--- src/bdp_pkg.sv ---
// Purpose: Shared constants for the eight-bit bidirectional port block
// Assumes: 32-bit AHB-Lite register bus, one aligned word per register
// Notes:   Every offset, field position and reset value lives here
package bdp_pkg;

    // Port geometry
    localparam int PORT_WIDTH = 8;            // Pins on the port
    localparam int HADDR_WIDTH = 8;           // Decoded address bits
    localparam int HDATA_WIDTH = 32;          // Bus data width

    // Register byte offsets
    localparam logic [7:0] OFS_PORT_DATA   = 8'h00; // Pin levels / output latch
    localparam logic [7:0] OFS_PORT_DIR    = 8'h04; // Per-pin direction
    localparam logic [7:0] OFS_PWM_STEER   = 8'h08; // Pulse-width steering
    localparam logic [7:0] OFS_ANALOG_SEL  = 8'h0C; // Per-pin analog select
    localparam logic [7:0] OFS_DATA_SET    = 8'h10; // Set latch bits, pin based
    localparam logic [7:0] OFS_DATA_CLR    = 8'h14; // Clear latch bits, pin based

    // Reset values
    localparam logic [7:0] DIR_RESET       = 8'hFF; // All pins inputs
    localparam logic [4:0] STEER_RESET     = 5'h01; // Output A steered only
    localparam logic [7:0] ANALOG_RESET    = 8'h00; // All pins digital

    // Steering register fields
    localparam int STEER_WIDTH    = 5;        // Implemented steering bits
    localparam int STEER_A_BIT    = 0;        // Steer output A
    localparam int STEER_B_BIT    = 1;        // Steer output B
    localparam int STEER_C_BIT    = 2;        // Steer output C
    localparam int STEER_D_BIT    = 3;        // Steer output D
    localparam int STEER_SYNC_BIT = 4;        // Steering sync select

    // Pins that carry the auxiliary pulse-width outputs
    localparam int PIN_AUX_B = 5;             // Auxiliary output B pin
    localparam int PIN_AUX_C = 6;             // Auxiliary output C pin
    localparam int PIN_AUX_D = 7;             // Auxiliary output D pin

    // AHB-Lite encodings
    localparam logic [1:0] HTRANS_NONSEQ = 2'h2; // Bit 1 marks active transfer
    localparam int         HTRANS_ACT_BIT = 1;   // Active-transfer bit of htrans
    localparam logic       HRESP_OKAY    = 1'h0; // Only response given

    // Bus slave phases
    typedef enum logic [1:0] {
        BUS_IDLE   = 2'b00,   // No data phase in progress
        BUS_WRITE  = 2'b01,   // Write data phase, zero wait
        BUS_RDWAIT = 2'b10,   // Read data phase, wait state
        BUS_RDOUT  = 2'b11    // Read data phase, data valid
    } bdp_bus_t;

endpackage

--- src/bdp_sync2.sv ---
// Purpose: Two-flop synchroniser for a group of asynchronous inputs
// Assumes: Each bit is independent; no bus coherency is promised
// Notes:   First stage feeds only the second stage
`timescale 1ns/1ps
module bdp_sync2 #(
    parameter int WIDTH = 8                   // Bits to synchronise
) (
    // Clock and reset
    input  wire logic             sys_clk,
    input  wire logic             rst_n,
    // Data
    input  wire logic [WIDTH-1:0] asyncIn,
    output logic      [WIDTH-1:0] syncOut
);

    logic [WIDTH-1:0] stage1_r;               // Metastability catcher
    logic [WIDTH-1:0] stage2_r;               // Settled copy

    // Both stages clear to zero so reads are defined at once
    always_ff @(posedge sys_clk or negedge rst_n) begin
        if (!rst_n) begin
            stage1_r <= '0;
            stage2_r <= '0;
        end else begin
            stage1_r <= asyncIn;
            stage2_r <= stage1_r;
        end
    end

    assign syncOut = stage2_r;

endmodule

--- src/bdp_port_top.sv ---
// Purpose: Eight-bit bidirectional port with direction control and
//          pulse-width steering onto the three high pins
// Assumes: AHB-Lite slave, single word transfers, sys_clk at 40 MHz
// Notes:   Pin inputs pass two flops; reads see pins, not the latch
//
// Notes on behaviour
// - Eight pins, each with direction and latch
// - Direction one: pin input, driver off
// - Direction zero: drive latch value onto pin
// - Data read returns sampled pin levels
// - Set/clear writes merge into latch from sampled pins
// - Direction gates drivers even for analog pins
// - Analog pins read back as zero
// - Reset loads direction with all ones
// - Latch unset by power-up, kept across reset
// - Low five pins are plain I/O only
// - High three pins may carry outputs B-D
// - Steering register: sync, D,C,B,A; resets 0x01
`timescale 1ns/1ps
module bdp_port_top (
    // Clock and reset
    input  wire logic                              sys_clk,
    input  wire logic                              rst_n,
    // AHB-Lite slave
    input  wire logic                              hsel,
    input  wire logic [bdp_pkg::HADDR_WIDTH-1:0]   haddr,
    input  wire logic [1:0]                        htrans,
    input  wire logic                              hwrite,
    input  wire logic [2:0]                        hsize,
    input  wire logic [bdp_pkg::HDATA_WIDTH-1:0]   hwdata,
    input  wire logic                              hready,
    output logic      [bdp_pkg::HDATA_WIDTH-1:0]   hrdata,
    output logic                                   hreadyout,
    output logic                                   hresp,
    // Port pins, split into input, output and enable
    input  wire logic [bdp_pkg::PORT_WIDTH-1:0]    pinIn,
    output logic      [bdp_pkg::PORT_WIDTH-1:0]    pinOut,
    output logic      [bdp_pkg::PORT_WIDTH-1:0]    pinOe,
    // Pulse-width generator, same clock domain
    input  wire logic                              pwmAuxOutB,
    input  wire logic                              pwmAuxOutC,
    input  wire logic                              pwmAuxOutD,
    output logic                                   steerOutputA,
    output logic                                   steeringSyncSelect
);

    import bdp_pkg::*;

    // Register state
    logic [PORT_WIDTH-1:0]  fourthPortDirection_r;  // One means input
    logic [PORT_WIDTH-1:0]  fourthPortLatch_r;      // Output latch, no reset
    logic [PORT_WIDTH-1:0]  fourthPortLatch_nxt;    // Latch next value
    logic [STEER_WIDTH-1:0] pwmSteeringControl_r;   // Steering register
    logic [PORT_WIDTH-1:0]  analogSelect_r;         // One means analog pin

    // Bus slave state
    bdp_bus_t               busState_r;             // Data phase tracker
    bdp_bus_t               busState_nxt;           // Next phase
    logic [7:0]             dataAddr_r;             // Address held for data phase
    logic [HDATA_WIDTH-1:0] hrdata_r;               // Registered read data

    // Pin sampling
    logic [PORT_WIDTH-1:0]  pinSync;                // Pins after two flops
    logic [PORT_WIDTH-1:0]  pinRead;                // Pins as software sees them

    // Synchronise all eight pins before any logic looks at them
    bdp_sync2 #(
        .WIDTH   (PORT_WIDTH)
    ) u_pinSync (
        .sys_clk (sys_clk),
        .rst_n   (rst_n),
        .asyncIn (pinIn),
        .syncOut (pinSync)
    );

    // Analog pins read as zero whatever the voltage
    assign pinRead = pinSync & ~analogSelect_r;

    // ------------------------------------------------------------
    // Address phase decode
    // ------------------------------------------------------------

    // Accept only while our own data phase is not stalling
    wire addrAccept = hsel && htrans[HTRANS_ACT_BIT] && hready && hreadyout;
    wire acceptWrite = addrAccept && hwrite;        // New write address phase
    wire acceptRead  = addrAccept && !hwrite;       // New read address phase

    // Byte address with the low two bits dropped; sub-word sizes not offered
    wire [7:0] addrWord = {haddr[7:2], 2'b00};

    // Data phase decode on the held address
    wire inWrite     = (busState_r == BUS_WRITE);
    wire selData     = (dataAddr_r == OFS_PORT_DATA);
    wire selDir      = (dataAddr_r == OFS_PORT_DIR);
    wire selSteer    = (dataAddr_r == OFS_PWM_STEER);
    wire selAnalog   = (dataAddr_r == OFS_ANALOG_SEL);
    wire selSet      = (dataAddr_r == OFS_DATA_SET);
    wire selClr      = (dataAddr_r == OFS_DATA_CLR);

    // Write strobes, one per register
    wire wrData      = inWrite && selData;
    wire wrDir       = inWrite && selDir;
    wire wrSteer     = inWrite && selSteer;
    wire wrAnalog    = inWrite && selAnalog;
    wire wrSet       = inWrite && selSet;
    wire wrClr       = inWrite && selClr;

    wire [PORT_WIDTH-1:0] wrByte = hwdata[PORT_WIDTH-1:0]; // Low lane carries data

    // ------------------------------------------------------------
    // Bus phase sequencing
    // ------------------------------------------------------------

    // Reads take one wait state so a write just before is visible
    always_comb begin
        busState_nxt = busState_r;
        case (busState_r)
            BUS_IDLE, BUS_WRITE, BUS_RDOUT: begin
                // Ready phases may take a new address phase
                if (acceptRead) begin
                    busState_nxt = BUS_RDWAIT;
                end else if (acceptWrite) begin
                    busState_nxt = BUS_WRITE;
                end else begin
                    busState_nxt = BUS_IDLE;
                end
            end
            BUS_RDWAIT: begin
                // Read data is captured now, shown next cycle
                busState_nxt = BUS_RDOUT;
            end
            default: begin
                busState_nxt = BUS_IDLE;
            end
        endcase
    end

    // Phase register and held address
    always_ff @(posedge sys_clk or negedge rst_n) begin
        if (!rst_n) begin
            busState_r <= BUS_IDLE;
            dataAddr_r <= 8'h00;
        end else begin
            busState_r <= busState_nxt;
            if (addrAccept) begin
                dataAddr_r <= addrWord;
            end
        end
    end

    // Stall only during the read wait state; every answer is OKAY
    assign hreadyout = (busState_r != BUS_RDWAIT);
    assign hresp     = HRESP_OKAY;

    // ------------------------------------------------------------
    // Read data path
    // ------------------------------------------------------------

    // Unmapped offsets read as zero
    wire [HDATA_WIDTH-1:0] readMux =
        selData   ? {{(HDATA_WIDTH-PORT_WIDTH){1'b0}}, pinRead}               :
        selDir    ? {{(HDATA_WIDTH-PORT_WIDTH){1'b0}}, fourthPortDirection_r} :
        selSteer  ? {{(HDATA_WIDTH-STEER_WIDTH){1'b0}}, pwmSteeringControl_r} :
        selAnalog ? {{(HDATA_WIDTH-PORT_WIDTH){1'b0}}, analogSelect_r}        :
        32'h0000_0000;

    // Capture read data at the end of the wait state
    always_ff @(posedge sys_clk or negedge rst_n) begin
        if (!rst_n) begin
            hrdata_r <= 32'h0000_0000;
        end else if (busState_r == BUS_RDWAIT) begin
            hrdata_r <= readMux;
        end
    end

    assign hrdata = hrdata_r;

    // ------------------------------------------------------------
    // Control registers
    // ------------------------------------------------------------

    // Direction, steering and analog select all reset to fixed values
    always_ff @(posedge sys_clk or negedge rst_n) begin
        if (!rst_n) begin
            fourthPortDirection_r <= DIR_RESET;
            pwmSteeringControl_r  <= STEER_RESET;
            analogSelect_r        <= ANALOG_RESET;
        end else begin
            if (wrDir) begin
                fourthPortDirection_r <= wrByte;
            end
            if (wrSteer) begin
                pwmSteeringControl_r <= hwdata[STEER_WIDTH-1:0];
            end
            if (wrAnalog) begin
                analogSelect_r <= wrByte;
            end
        end
    end

    // ------------------------------------------------------------
    // Output latch
    // ------------------------------------------------------------

    // Set and clear updates start from the sampled pins, so a pin held
    // by an outside load can overwrite the bit that was driven
    always_comb begin
        fourthPortLatch_nxt = fourthPortLatch_r;
        if (wrData) begin
            // Whole byte addressed: pins read, all bits replaced
            fourthPortLatch_nxt = (pinRead & ~8'hFF) | wrByte;
        end else if (wrSet) begin
            // Chosen bits set, the rest copied from the pins
            fourthPortLatch_nxt = pinRead | wrByte;
        end else if (wrClr) begin
            // Chosen bits cleared, the rest copied from the pins
            fourthPortLatch_nxt = pinRead & ~wrByte;
        end
    end

    // No reset: contents are unknown at power-up and survive rst_n
    always_ff @(posedge sys_clk) begin
        fourthPortLatch_r <= fourthPortLatch_nxt;
    end

    // ------------------------------------------------------------
    // Pin output multiplexer
    // ------------------------------------------------------------

    // Steering enables for the three high pins
    wire steerB = pwmSteeringControl_r[STEER_B_BIT]; // Output B enable
    wire steerC = pwmSteeringControl_r[STEER_C_BIT]; // Output C enable
    wire steerD = pwmSteeringControl_r[STEER_D_BIT]; // Output D enable

    // Low five pins take the latch only; no alternate function
    assign pinOut[PIN_AUX_B-1:0] = fourthPortLatch_r[PIN_AUX_B-1:0];

    // High pins pick pulse-width or latch per steering bit
    assign pinOut[PIN_AUX_B] = steerB ? pwmAuxOutB : fourthPortLatch_r[PIN_AUX_B];
    assign pinOut[PIN_AUX_C] = steerC ? pwmAuxOutC : fourthPortLatch_r[PIN_AUX_C];
    assign pinOut[PIN_AUX_D] = steerD ? pwmAuxOutD : fourthPortLatch_r[PIN_AUX_D];

    // Driver enable follows direction alone, even for analog pins;
    // software must leave analog pins as inputs to avoid contention
    assign pinOe = ~fourthPortDirection_r;

    // Steering bits that the pulse-width generator itself consumes
    assign steerOutputA       = pwmSteeringControl_r[STEER_A_BIT];
    assign steeringSyncSelect = pwmSteeringControl_r[STEER_SYNC_BIT];

endmodule

--- config.mk ---
export PLATFORM = sky130hd
export DESIGN_NAME = bdp_port_top
export DESIGN_NICKNAME = d
export VERILOG_FILES = /design/src/bdp_pkg.sv /design/src/bdp_sync2.sv /design/src/bdp_port_top.sv
export SDC_FILE = /design/constraint.sdc
export NUM_CORES = 1
export LEC_CHECK = 0
export ABC_CLOCK_PERIOD_IN_PS = 2070
export BUFFER_PORTS_ARGS = -buffer_cell sky130_fd_sc_hd__buf_2
export CORE_AREA = 2 2 78 80
export CTS_BUF_LIST = sky130_fd_sc_hd__clkbuf_4 sky130_fd_sc_hd__clkbuf_8
export CTS_CLUSTER_DIAMETER = 30
export DETAILED_ROUTE_END_ITERATION = 7
export DIE_AREA = 0 0 80 82
export PLACE_DENSITY = 0.9
export SLEW_MARGIN = 20
export SYNTH_ARGS = -nofsm -noshare
export SYNTH_HDL_FRONTEND = slang
export SYNTH_SLANG_ARGS = --single-unit
--- constraint.sdc ---
create_clock -name sys_clk -period 2.07 [get_ports sys_clk]
set_input_delay 0.414 -clock sys_clk [delete_from_list [all_inputs] [get_ports sys_clk]]
set_output_delay 0.414 -clock sys_clk [all_outputs]
set_load 0.05 [all_outputs]
==> impl_metrics.yaml, run 1 <==
clocking:
  numClockSinks: 61
  clk-insertion-delay-late_ns: 0.34
  clockBufferDepth: 2
  cts_setup_buffers: 0
  cts-htree-levels: 3
  ctsResizeCount: 0
  clock-root-buffer: "clkbuf_8"
  numCtsBuffers: 9
  post_cts_hold_buffer_count: 0
  clk_pin_slew_ns: 0.07
  cts_tree: "done"
power:
  p_leak_nw: 1.54
  p_per_area_nw_per_um2: 1360
  vdd_drop_max_v: 0.000942
  total_power_w: 0.00441
finish:
  fin_nets: 346
  seqCellArea_um2: 1580
  fill_cells: 505
  drive_gt1_share_pct: 43.1
  area_growth_pct: 17.9
  diodes: 0
  multi_input_area_um2: 965
floorplan:
  row_count: 28
  die_x_um: 80
  die_y_um: 82
  placeableCoreArea_um2: 5750
  start_util_pct: 47.9
  die_area_um2: 6560
  ios: 113
placed_design:
  place.gp.congestion: 0.844
  dp_slack_ns: 0.247
  port_buffers: 57
  place_hpwl_mm: 3.85
synthesis:
  async_flop_share_pct: 86.9
  syn_avg_cell_area_um2: 12.4
  synth_cell_types: 27
  yosysTopAreaCell: "dfrtp_1"
  synthDominantCellAreaShare_pct: 40.0
  synth_flop_cell: "dfrtp_1"
  synth_edf_count: 8
  ys_seq_area_share_pct: 57.3
  netlist_instances: 222
  syn-cell-area_um2: 2750
  synth_area_leaders: "dfrtp_1, mux2_2, edfxtp_1, dfstp_2, buf_4"
  synth_warnings: 0
  ys_ff_latch: 61
routing:
  vias: 1809
  antenna_left: 0
  drt_iter0_drc: 125
  drc: 0
  drt-wirelength-per-cell_um: 14.8
  drt_first_pass_iters: 4
  wl_mm: 5.41
  vias_per_cell: 4.96
setup_path:
  cp.arrival_ns: 1.91
  path_class: "flop to flop"
  crit_fanout: 8
  end_kind: "flop"
  critical_path_required_ns: 2.16
  worstSetupStartpointType: "flop"
grt:
  grt_max_degree: 54
  antenna_found_initial: 0
  grt.overflow.total: 0
  grt_pass1_wl_mm: 8.71
  grt_pass1_vias: 1785
  grt_usage_pct: 18.2
run:
  maxCapViolCount: 0
sta:
  finalWorstPathRequiredPeriod_ns: 1.82
  timing.slew.headroom_pct: 63.2
  tns_ns: 0
  finalSetupViolCount: 0
  finalHoldViolCount: 0
  rsz0062_at_grt: "no"
  slew_viol_final: 0
  fmax_mhz: 550
  post-route-period-util_pct: 87.9
  worst_pin_slew_ns: 0.551
  postLayoutSetupSlackWorst_ns: 0.251
  skew_ns: 0.0123
status:
  outcome: "complete, no violations"
min_path:
  hp-class: "primary input to async pin"
[cell type report]
class                      count  share of cell area, %
sequential                    61                   48.6
multi-input combinational    136                   29.7
timing repair buffer          67                   11.5
clock buffer                  15                   5.98
tap                           75                   2.89
inverter                      10                   1.16
clock inverter                 1                  0.154
[routing by layer]
| metal | wire length (um) | global-route usage, % | share of wire [%] |
|---|---|---|---|
| met3 | 378 | 5.16 | 7.0 |
| met5 | 0 | 0 | 0 |
| met2 | 2660 | 27.7 | 49 |
| met4 | 112 | 11.0 | 2.1 |
| met1 | 2260 | 23.0 | 42 |
[worst max-delay path, stage by stage (launching register included)]
cell and delay (ns):
dfrtp_1 0.41, nor4b_4 0.45, nand3_1 0.40, a22o_1 0.32
[sequential cells by signal (all words and copies together), names as in the netlist, 5 cells and up]
signal and count:
analogSelect_r 8, fourthPortDirection_r 8, fourthPortLatch_r 8, hrdata 8, u_pinSync.stage1_r 8, u_pinSync.syncOut 8, dataAddr_r 6, pwmSteeringControl_r 5
[power breakdown]
group	internal (W)	switching, W	leakage (nW)
logic	0.000534	0.00109	0.733
clock network	0.000591	0.000424	0.107
registers	0.00156	0.000219	0.702
total	0.00268	0.00173	1.54
[through the flow]
| step | instances | hold slack (ns) | cell area (um2) | util [%] |
|---|---|---|---|---|
| 4_1_cts | 365 | 0.0583 | 3250 | 56.5 |
| 2_1_floorplan | 246 | 0.118 | 2840 | - |
| 3_5_place_dp | 349 | 0.335 | 3050 | 53.0 |
| 3_3_place_gp | 349 | 0.332 | 3050 | 53.0 |
| 5_1_grt | 365 | 0.0784 | 3250 | 56.5 |
| 6_report | 365 | 0.0600 | 3250 | 56.5 |
[path summary, 6_finish.rpt]
path	from	slack (ns)	to	cells after the start
worst max-delay path	busState_r[1]	0.25	fourthPortLatch_r[0]	3
worst min-delay path	rst_n	0.06	dataAddr_r[4]	2
worst max register to register	busState_r[1]	0.25	fourthPortLatch_r[0]	3
worst min register to register	u_pinSync.stage1_r[2]	0.35	u_pinSync.syncOut[2]	0
max in group asynchronous	rst_n	1.72	fourthPortDirection_r[0]	2
min in group sys_clk	pinIn[6]	0.18	u_pinSync.stage1_r[6]	1
[Yosys cell counts (7+ instances only)]
cell / instances
dfstp_2: 9
buf_4: 30
edfxtp_1: 8
o21ai_0: 7
mux2_2: 30
a32o_1: 8
nand2_1: 9
nand2b_1: 10
nor2_1: 12
inv_1: 10
dfrtp_1: 44
a22o_1: 8
[logic make-up after synthesis]
logic type,Yosys count,share of synthesized area (%)
other,1,0.136
DFF,61,57.3
muxes,30,12.3
and+or+nand+nor,44,9.22
AOI/OAI and AO/OA,37,10.1
buffers and inverters,49,10.9
[cells in the final DEF, fill, tap and decap left out, types with 2 or more instances in the layout]
master and count:
a21oi_1 6, a22o_1 8, a2bb2oi_1 3, a32o_1 8, buf_2 57, buf_4 9, clkbuf_4 2, clkbuf_8 13
conb_1 25, dfrtp_1 44, dfstp_2 9, edfxtp_1 8, inv_1 10, mux2_2 30, nand2_1 9, nand2b_1 10
nand3_1 5, nor2_1 12, nor2b_1 2, o211ai_1 5, o21ai_0 7
Note: power is estimated with default switching activity, not from simulation.
==> inputs of run 2 (changes only) <==
--- a/config.mk
+++ b/config.mk
@@ -9,10 +9,10 @@
 export BUFFER_PORTS_ARGS = -buffer_cell sky130_fd_sc_hd__buf_2
 export CORE_AREA = 2 2 78 80
 export CTS_BUF_LIST = sky130_fd_sc_hd__clkbuf_4 sky130_fd_sc_hd__clkbuf_8
-export CTS_CLUSTER_DIAMETER = 30
+export CTS_CLUSTER_DIAMETER = 120
 export DETAILED_ROUTE_END_ITERATION = 7
 export DIE_AREA = 0 0 80 82
-export PLACE_DENSITY = 0.9
+export PLACE_DENSITY = 0.86
 export SLEW_MARGIN = 20
 export SYNTH_ARGS = -nofsm -noshare
 export SYNTH_HDL_FRONTEND = slang
==> run 2 against run 1 <==
Effect of this change: sequential share of layout area fell by 0.96 points; wire length fell by 2.5%; global-route usage is 0.39 points lower.
==> impl_metrics.yaml, run 2 (synthesized netlist as in run 1, its figures left out) <==
floorplan:
  ios: 113
  row_count: 28
  start_util_pct: 47.9
  die_y_um: 82
  placeableCoreArea_um2: 5750
  die_x_um: 80
  die_area_um2: 6560
sta:
  finalSetupViolCount: 0
  postLayoutSetupSlackWorst_ns: 0.264
  slew_viol_final: 0
  finalHoldViolCount: 0
  rsz0062_at_grt: "no"
  fmax_mhz: 554
  skew_ns: 0.0130
  tns_ns: 0
  worst_pin_slew_ns: 0.508
  post-route-period-util_pct: 87.2
  finalWorstPathRequiredPeriod_ns: 1.81
  timing.slew.headroom_pct: 66.1
grt:
  grt_max_degree: 27
  grt_pass1_vias: 1703
  grt_pass1_wl_mm: 8.38
  antenna_found_initial: 0
  grt_usage_pct: 17.8
  grt.overflow.total: 0
placed_design:
  dp_slack_ns: 0.248
  place.gp.congestion: 0.860
  port_buffers: 57
  place_hpwl_mm: 3.88
clocking:
  clk-insertion-delay-late_ns: 0.34
  numCtsBuffers: 9
  clk_pin_slew_ns: 0.06
  numClockSinks: 61
  cts_tree: "done"
  clock-root-buffer: "clkbuf_8"
  cts_setup_buffers: 0
  clockBufferDepth: 2
  cts-htree-levels: 3
finish:
  seqCellArea_um2: 1580
  fill_cells: 491
  fin_nets: 347
  drive_gt1_share_pct: 43.0
  layout_common_cells: "buf_2, dfrtp_1, mux2_2, conb_1, nor2_1"
  final_common_cell: "buf_2"
  multi_input_area_um2: 965
  diodes: 0
  area_growth_pct: 20.2
setup_path:
  path_class: "flop to flop"
  cp.arrival_ns: 1.89
  worstSetupStartpointType: "flop"
  critical_path_required_ns: 2.15
  crit_fanout: 8
  end_kind: "flop"
routing:
  drc: 0
  drt-wirelength-per-cell_um: 14.4
  vias_per_cell: 4.89
  drt_iter0_drc: 76
  antenna_left: 0
  wl_mm: 5.28
  vias: 1791
  drt_first_pass_iters: 5
run:
  maxCapViolCount: 0
power:
  p_per_area_nw_per_um2: 1420
  p_leak_nw: 1.57
  total_power_w: 0.00469
  vdd_drop_max_v: 0.000746
status:
  outcome: "complete, no violations"
min_path:
  hp-class: "primary input to flop"
[run 2: cell types whose count changed in the layout (fill, tap and decap cells not counted)]
cell	delta
bufinv_16	+3
clkbuf_8	-2
clkbuf_4	-1
dlygate4sd3_1	+1
[run 2: repair_timing]
action	in CTS	in global routing
hold endpoints to repair	9	0
gates resized for setup	0	0
hold buffers	1	0
[run 2: where the power goes]
part / switching (W) / internal, W
clock: 0.000437 / 0.000877
sequential: 0.000238 / 0.00156
combinational: 0.00105 / 0.000527
[run 2: metal layers]
layer	GRT usage (%)	vias up	part of all wire, %
li1	-	851	-
met1	22.3	862	42
met2	28.2	72	50
met3	4.95	6	7.1
met4	9.15	0	1.0
met5	0	-	0
[run 2: path summary, 6_finish.rpt]
check                                       from                       end  slack (ns)  depth (start not counted)
setup reg to reg                   dataAddr_r[6]      fourthPortLatch_r[7]        0.26                          3
min in group asynchronous                  rst_n         analogSelect_r[0]        0.50                          2
hold / removal                          pinIn[3]     u_pinSync.stage1_r[3]        0.19                          1
max in group asynchronous                  rst_n  fourthPortDirection_r[5]        0.98                          3
setup / recovery                   dataAddr_r[6]      fourthPortLatch_r[7]        0.26                          3
hold reg to reg            u_pinSync.stage1_r[0]      u_pinSync.syncOut[0]        0.35                          0
[run 2: layout make-up]
| cell class | count | share of cell area [%] |
|---|---|---|
| Clock buffer | 12 | 4.80 |
| Sequential cell | 61 | 47.7 |
| Tap cell | 75 | 2.83 |
| Multi-Input combinational cell | 136 | 29.1 |
| Inverter | 10 | 1.13 |
| Timing Repair Buffer | 68 | 11.6 |
| Clock inverter | 4 | 2.87 |
[run 2: per-stage QoR]
step / hold WS, ns / std cells / utilization [%] / area (um2)
final: 0.186 / 366 / 57.6 / 3310
after global routing: 0.170 / 366 / 57.6 / 3310
after detailed placement: 0.323 / 349 / 53.0 / 3050
after global placement: 0.317 / 349 / 53.0 / 3050
after floorplan: 0.118 / 246 / - / 2840
after CTS: 0.167 / 366 / 57.6 / 3310
[run 2: critical path, stage by stage (launching register included)]
cell     delay (ns)
dfrtp_1        0.42
nor4b_4        0.44
nand3_1        0.39
a22o_1         0.31
==> inputs of run 3 (changes only) <==
--- a/config.mk
+++ b/config.mk
@@ -12,6 +12,7 @@
 export CTS_CLUSTER_DIAMETER = 120
 export DETAILED_ROUTE_END_ITERATION = 7
 export DIE_AREA = 0 0 80 82
+export MAX_ROUTING_LAYER = met4
 export PLACE_DENSITY = 0.86
 export SLEW_MARGIN = 20
 export SYNTH_ARGS = -nofsm -noshare
==> run 3 against run 2 <==
Effect of this change: highest routed layer unchanged; final cell count unchanged; via count grew 0.56%; worst setup slack worse by 0.039 ns; total power barely moved; first-iteration DRC count down 3.9%; global-route usage is 0.62 points higher; count of clock-buffer cells in the layout stayed put; cell area unchanged; clock power about the same; utilization did not move.
==> impl_metrics.yaml, run 3 (synthesized netlist as in run 1, its figures left out) <==
grt:
  grt_max_degree: 27
  antenna_found_initial: 0
  grt_pass1_wl_mm: 8.38
  grt_pass1_vias: 1705
  grt_usage_pct: 18.4
  grt.overflow.total: 0
setup_path:
  reg2regPathDepth: 3
  r2r-end: "fourthPortLatch_r[7]"
  cp.arrival_ns: 1.92
  worstSetupStartpointType: "flop"
  end_kind: "flop"
  path_class: "flop to flop"
  r2r_start: "dataAddr_r[6]"
  crit_fanout: 8
  ff2ff_setup_slack_ns: 0.23
  critical_path_required_ns: 2.15
finish:
  final_common_cell: "buf_2"
  drive_gt1_share_pct: 43.0
  fin_nets: 347
  final_cell_area_um2: 3310
  layout_common_cells: "buf_2, dfrtp_1, mux2_2, conb_1, nor2_1"
  diodes: 0
  area_growth_pct: 20.2
  final_core_util_pct: 57.6
routing:
  antenna_left: 0
  met2_length_mm: 2.64
  wl_met3_um: 339
  drc: 0
  drt-wirelength-per-cell_um: 14.5
  drt_first_pass_iters: 4
  top_layer: "met4"
  drt_iter0_drc: 73
  vias_per_cell: 4.92
  vias: 1801
  wirelength_met1_mm: 2.25
  wl_mm: 5.32
power:
  vdd_drop_max_v: 0.000747
  p_leak_nw: 1.57
  p_clk_share_pct: 28.1
  combPwrFrac_pct: 33.6
  switching_power_w: 0.00172
  p_seq_share_pct: 38.3
  p_per_area_nw_per_um2: 1410
  sw_frac_of_total_pct: 36.7
  total_power_w: 0.00468
  internal_power_w: 0.00296
sta:
  finalHoldViolCount: 0
  postLayoutSetupSlackWorst_ns: 0.225
  tns_ns: 0
  fmax_mhz: 542
  rsz0062_at_grt: "no"
  finalWorstPathRequiredPeriod_ns: 1.84
  post-route-period-util_pct: 89.1
  finalSetupViolCount: 0
  slew_viol_final: 0
  skew_ns: 0.0118
  timing.slew.headroom_pct: 66.3
  worst_pin_slew_ns: 0.505
run:
  maxCapViolCount: 0
clocking:
  numClockSinks: 61
  clock-root-buffer: "clkbuf_8"
  clk_pin_slew_ns: 0.06
  cts-htree-levels: 3
  ctsResizeCount: 0
  clockBufferDepth: 2
  cts_setup_buffers: 0
  clk-insertion-delay-late_ns: 0.34
  numCtsBuffers: 9
  cts_tree: "done"
status:
  outcome: "complete, no violations"
min_path:
  hp-class: "primary input to flop"
  whs_path_depth: 1
  hold_start: "pinIn[3]"
  min_to: "u_pinSync.stage1_r[3]"
placed_design:
  dpl-instance-area_um2: 3050
  port_buffers: 57
  place_hpwl_mm: 3.88
  dp_slack_ns: 0.248
  place.gp.congestion: 0.874
floorplan:
  ios: 113
  row_count: 28
  die_y_um: 82
  die_x_um: 80
  placeableCoreArea_um2: 5750
  start_util_pct: 47.9
  die_area_um2: 6560
## run 3: through the flow
stage	hold WS, ns	cells
after floorplan	0.118	246
after global placement	0.317	349
after detailed placement	0.323	349
after CTS	0.167	366
after global routing	0.167	366
final	0.187	366
## run 3: layer usage
| layer | global-route usage (%) | vias up |
|---|---|---|
| li1 | - | 851 |
| met1 | 22.5 | 866 |
| met2 | 28.2 | 72 |
| met3 | 5.27 | 12 |
| met4 | 9.15 | 0 |
| met5 | - | - |
## run 3: what timing repair did
item,4_1_cts,5_1_grt
hold buffers,1,0
hold endpoints to repair,9,0
endpoints found under the setup margin,0,0
## run 3: power groups by stage
stage | Sequential, W | Clock [W] | Combinational [W]
after global routing | 0.00183 | 0.00140 | 0.00170
final | 0.00179 | 0.00131 | 0.00158
after detailed placement | 0.00182 | 0 | 0.00158
after global placement | 0.00180 | 0 | 0.00155
after CTS | 0.00180 | 0.00134 | 0.00159
after floorplan | 0.00193 | 0 | 0.00112
## run 3: cell type report
cell class                      instances  area (um2)
Multi-Input combinational cell        136         965
Sequential cell                        61        1580
Inverter                               10        37.5
Tap cell                               75        93.8
Timing Repair Buffer                   68         383
Clock buffer                           12         159
Clock inverter                          4        95.1
Fill cell                             491        2430
## run 3: worst max-delay path by stage
| stage | cells after the start | slack [ns] | from | end |
|---|---|---|---|---|
| 6_report | 3 | 0.23 | dataAddr_r[6] | fourthPortLatch_r[7] |
| 5_1_grt | 3 | 0.15 | busState_r[1] | fourthPortLatch_r[7] |
| 4_1_cts | 3 | 0.24 | dataAddr_r[6] | fourthPortDirection_r[2] |
| 3_5_place_dp | 3 | 0.25 | busState_r[1] | fourthPortDirection_r[2] |
| 3_3_place_gp | 3 | 0.33 | busState_r[1] | fourthPortLatch_r[7] |
| 2_1_floorplan | 3 | 0.38 | busState_r[1] | fourthPortLatch_r[0] |
## run 3: worst max-delay path, cell delays in order, from the launching register on
cell and delay [ns]:
dfrtp_1 0.42, nor4b_4 0.45, nand3_1 0.41, a22o_1 0.31
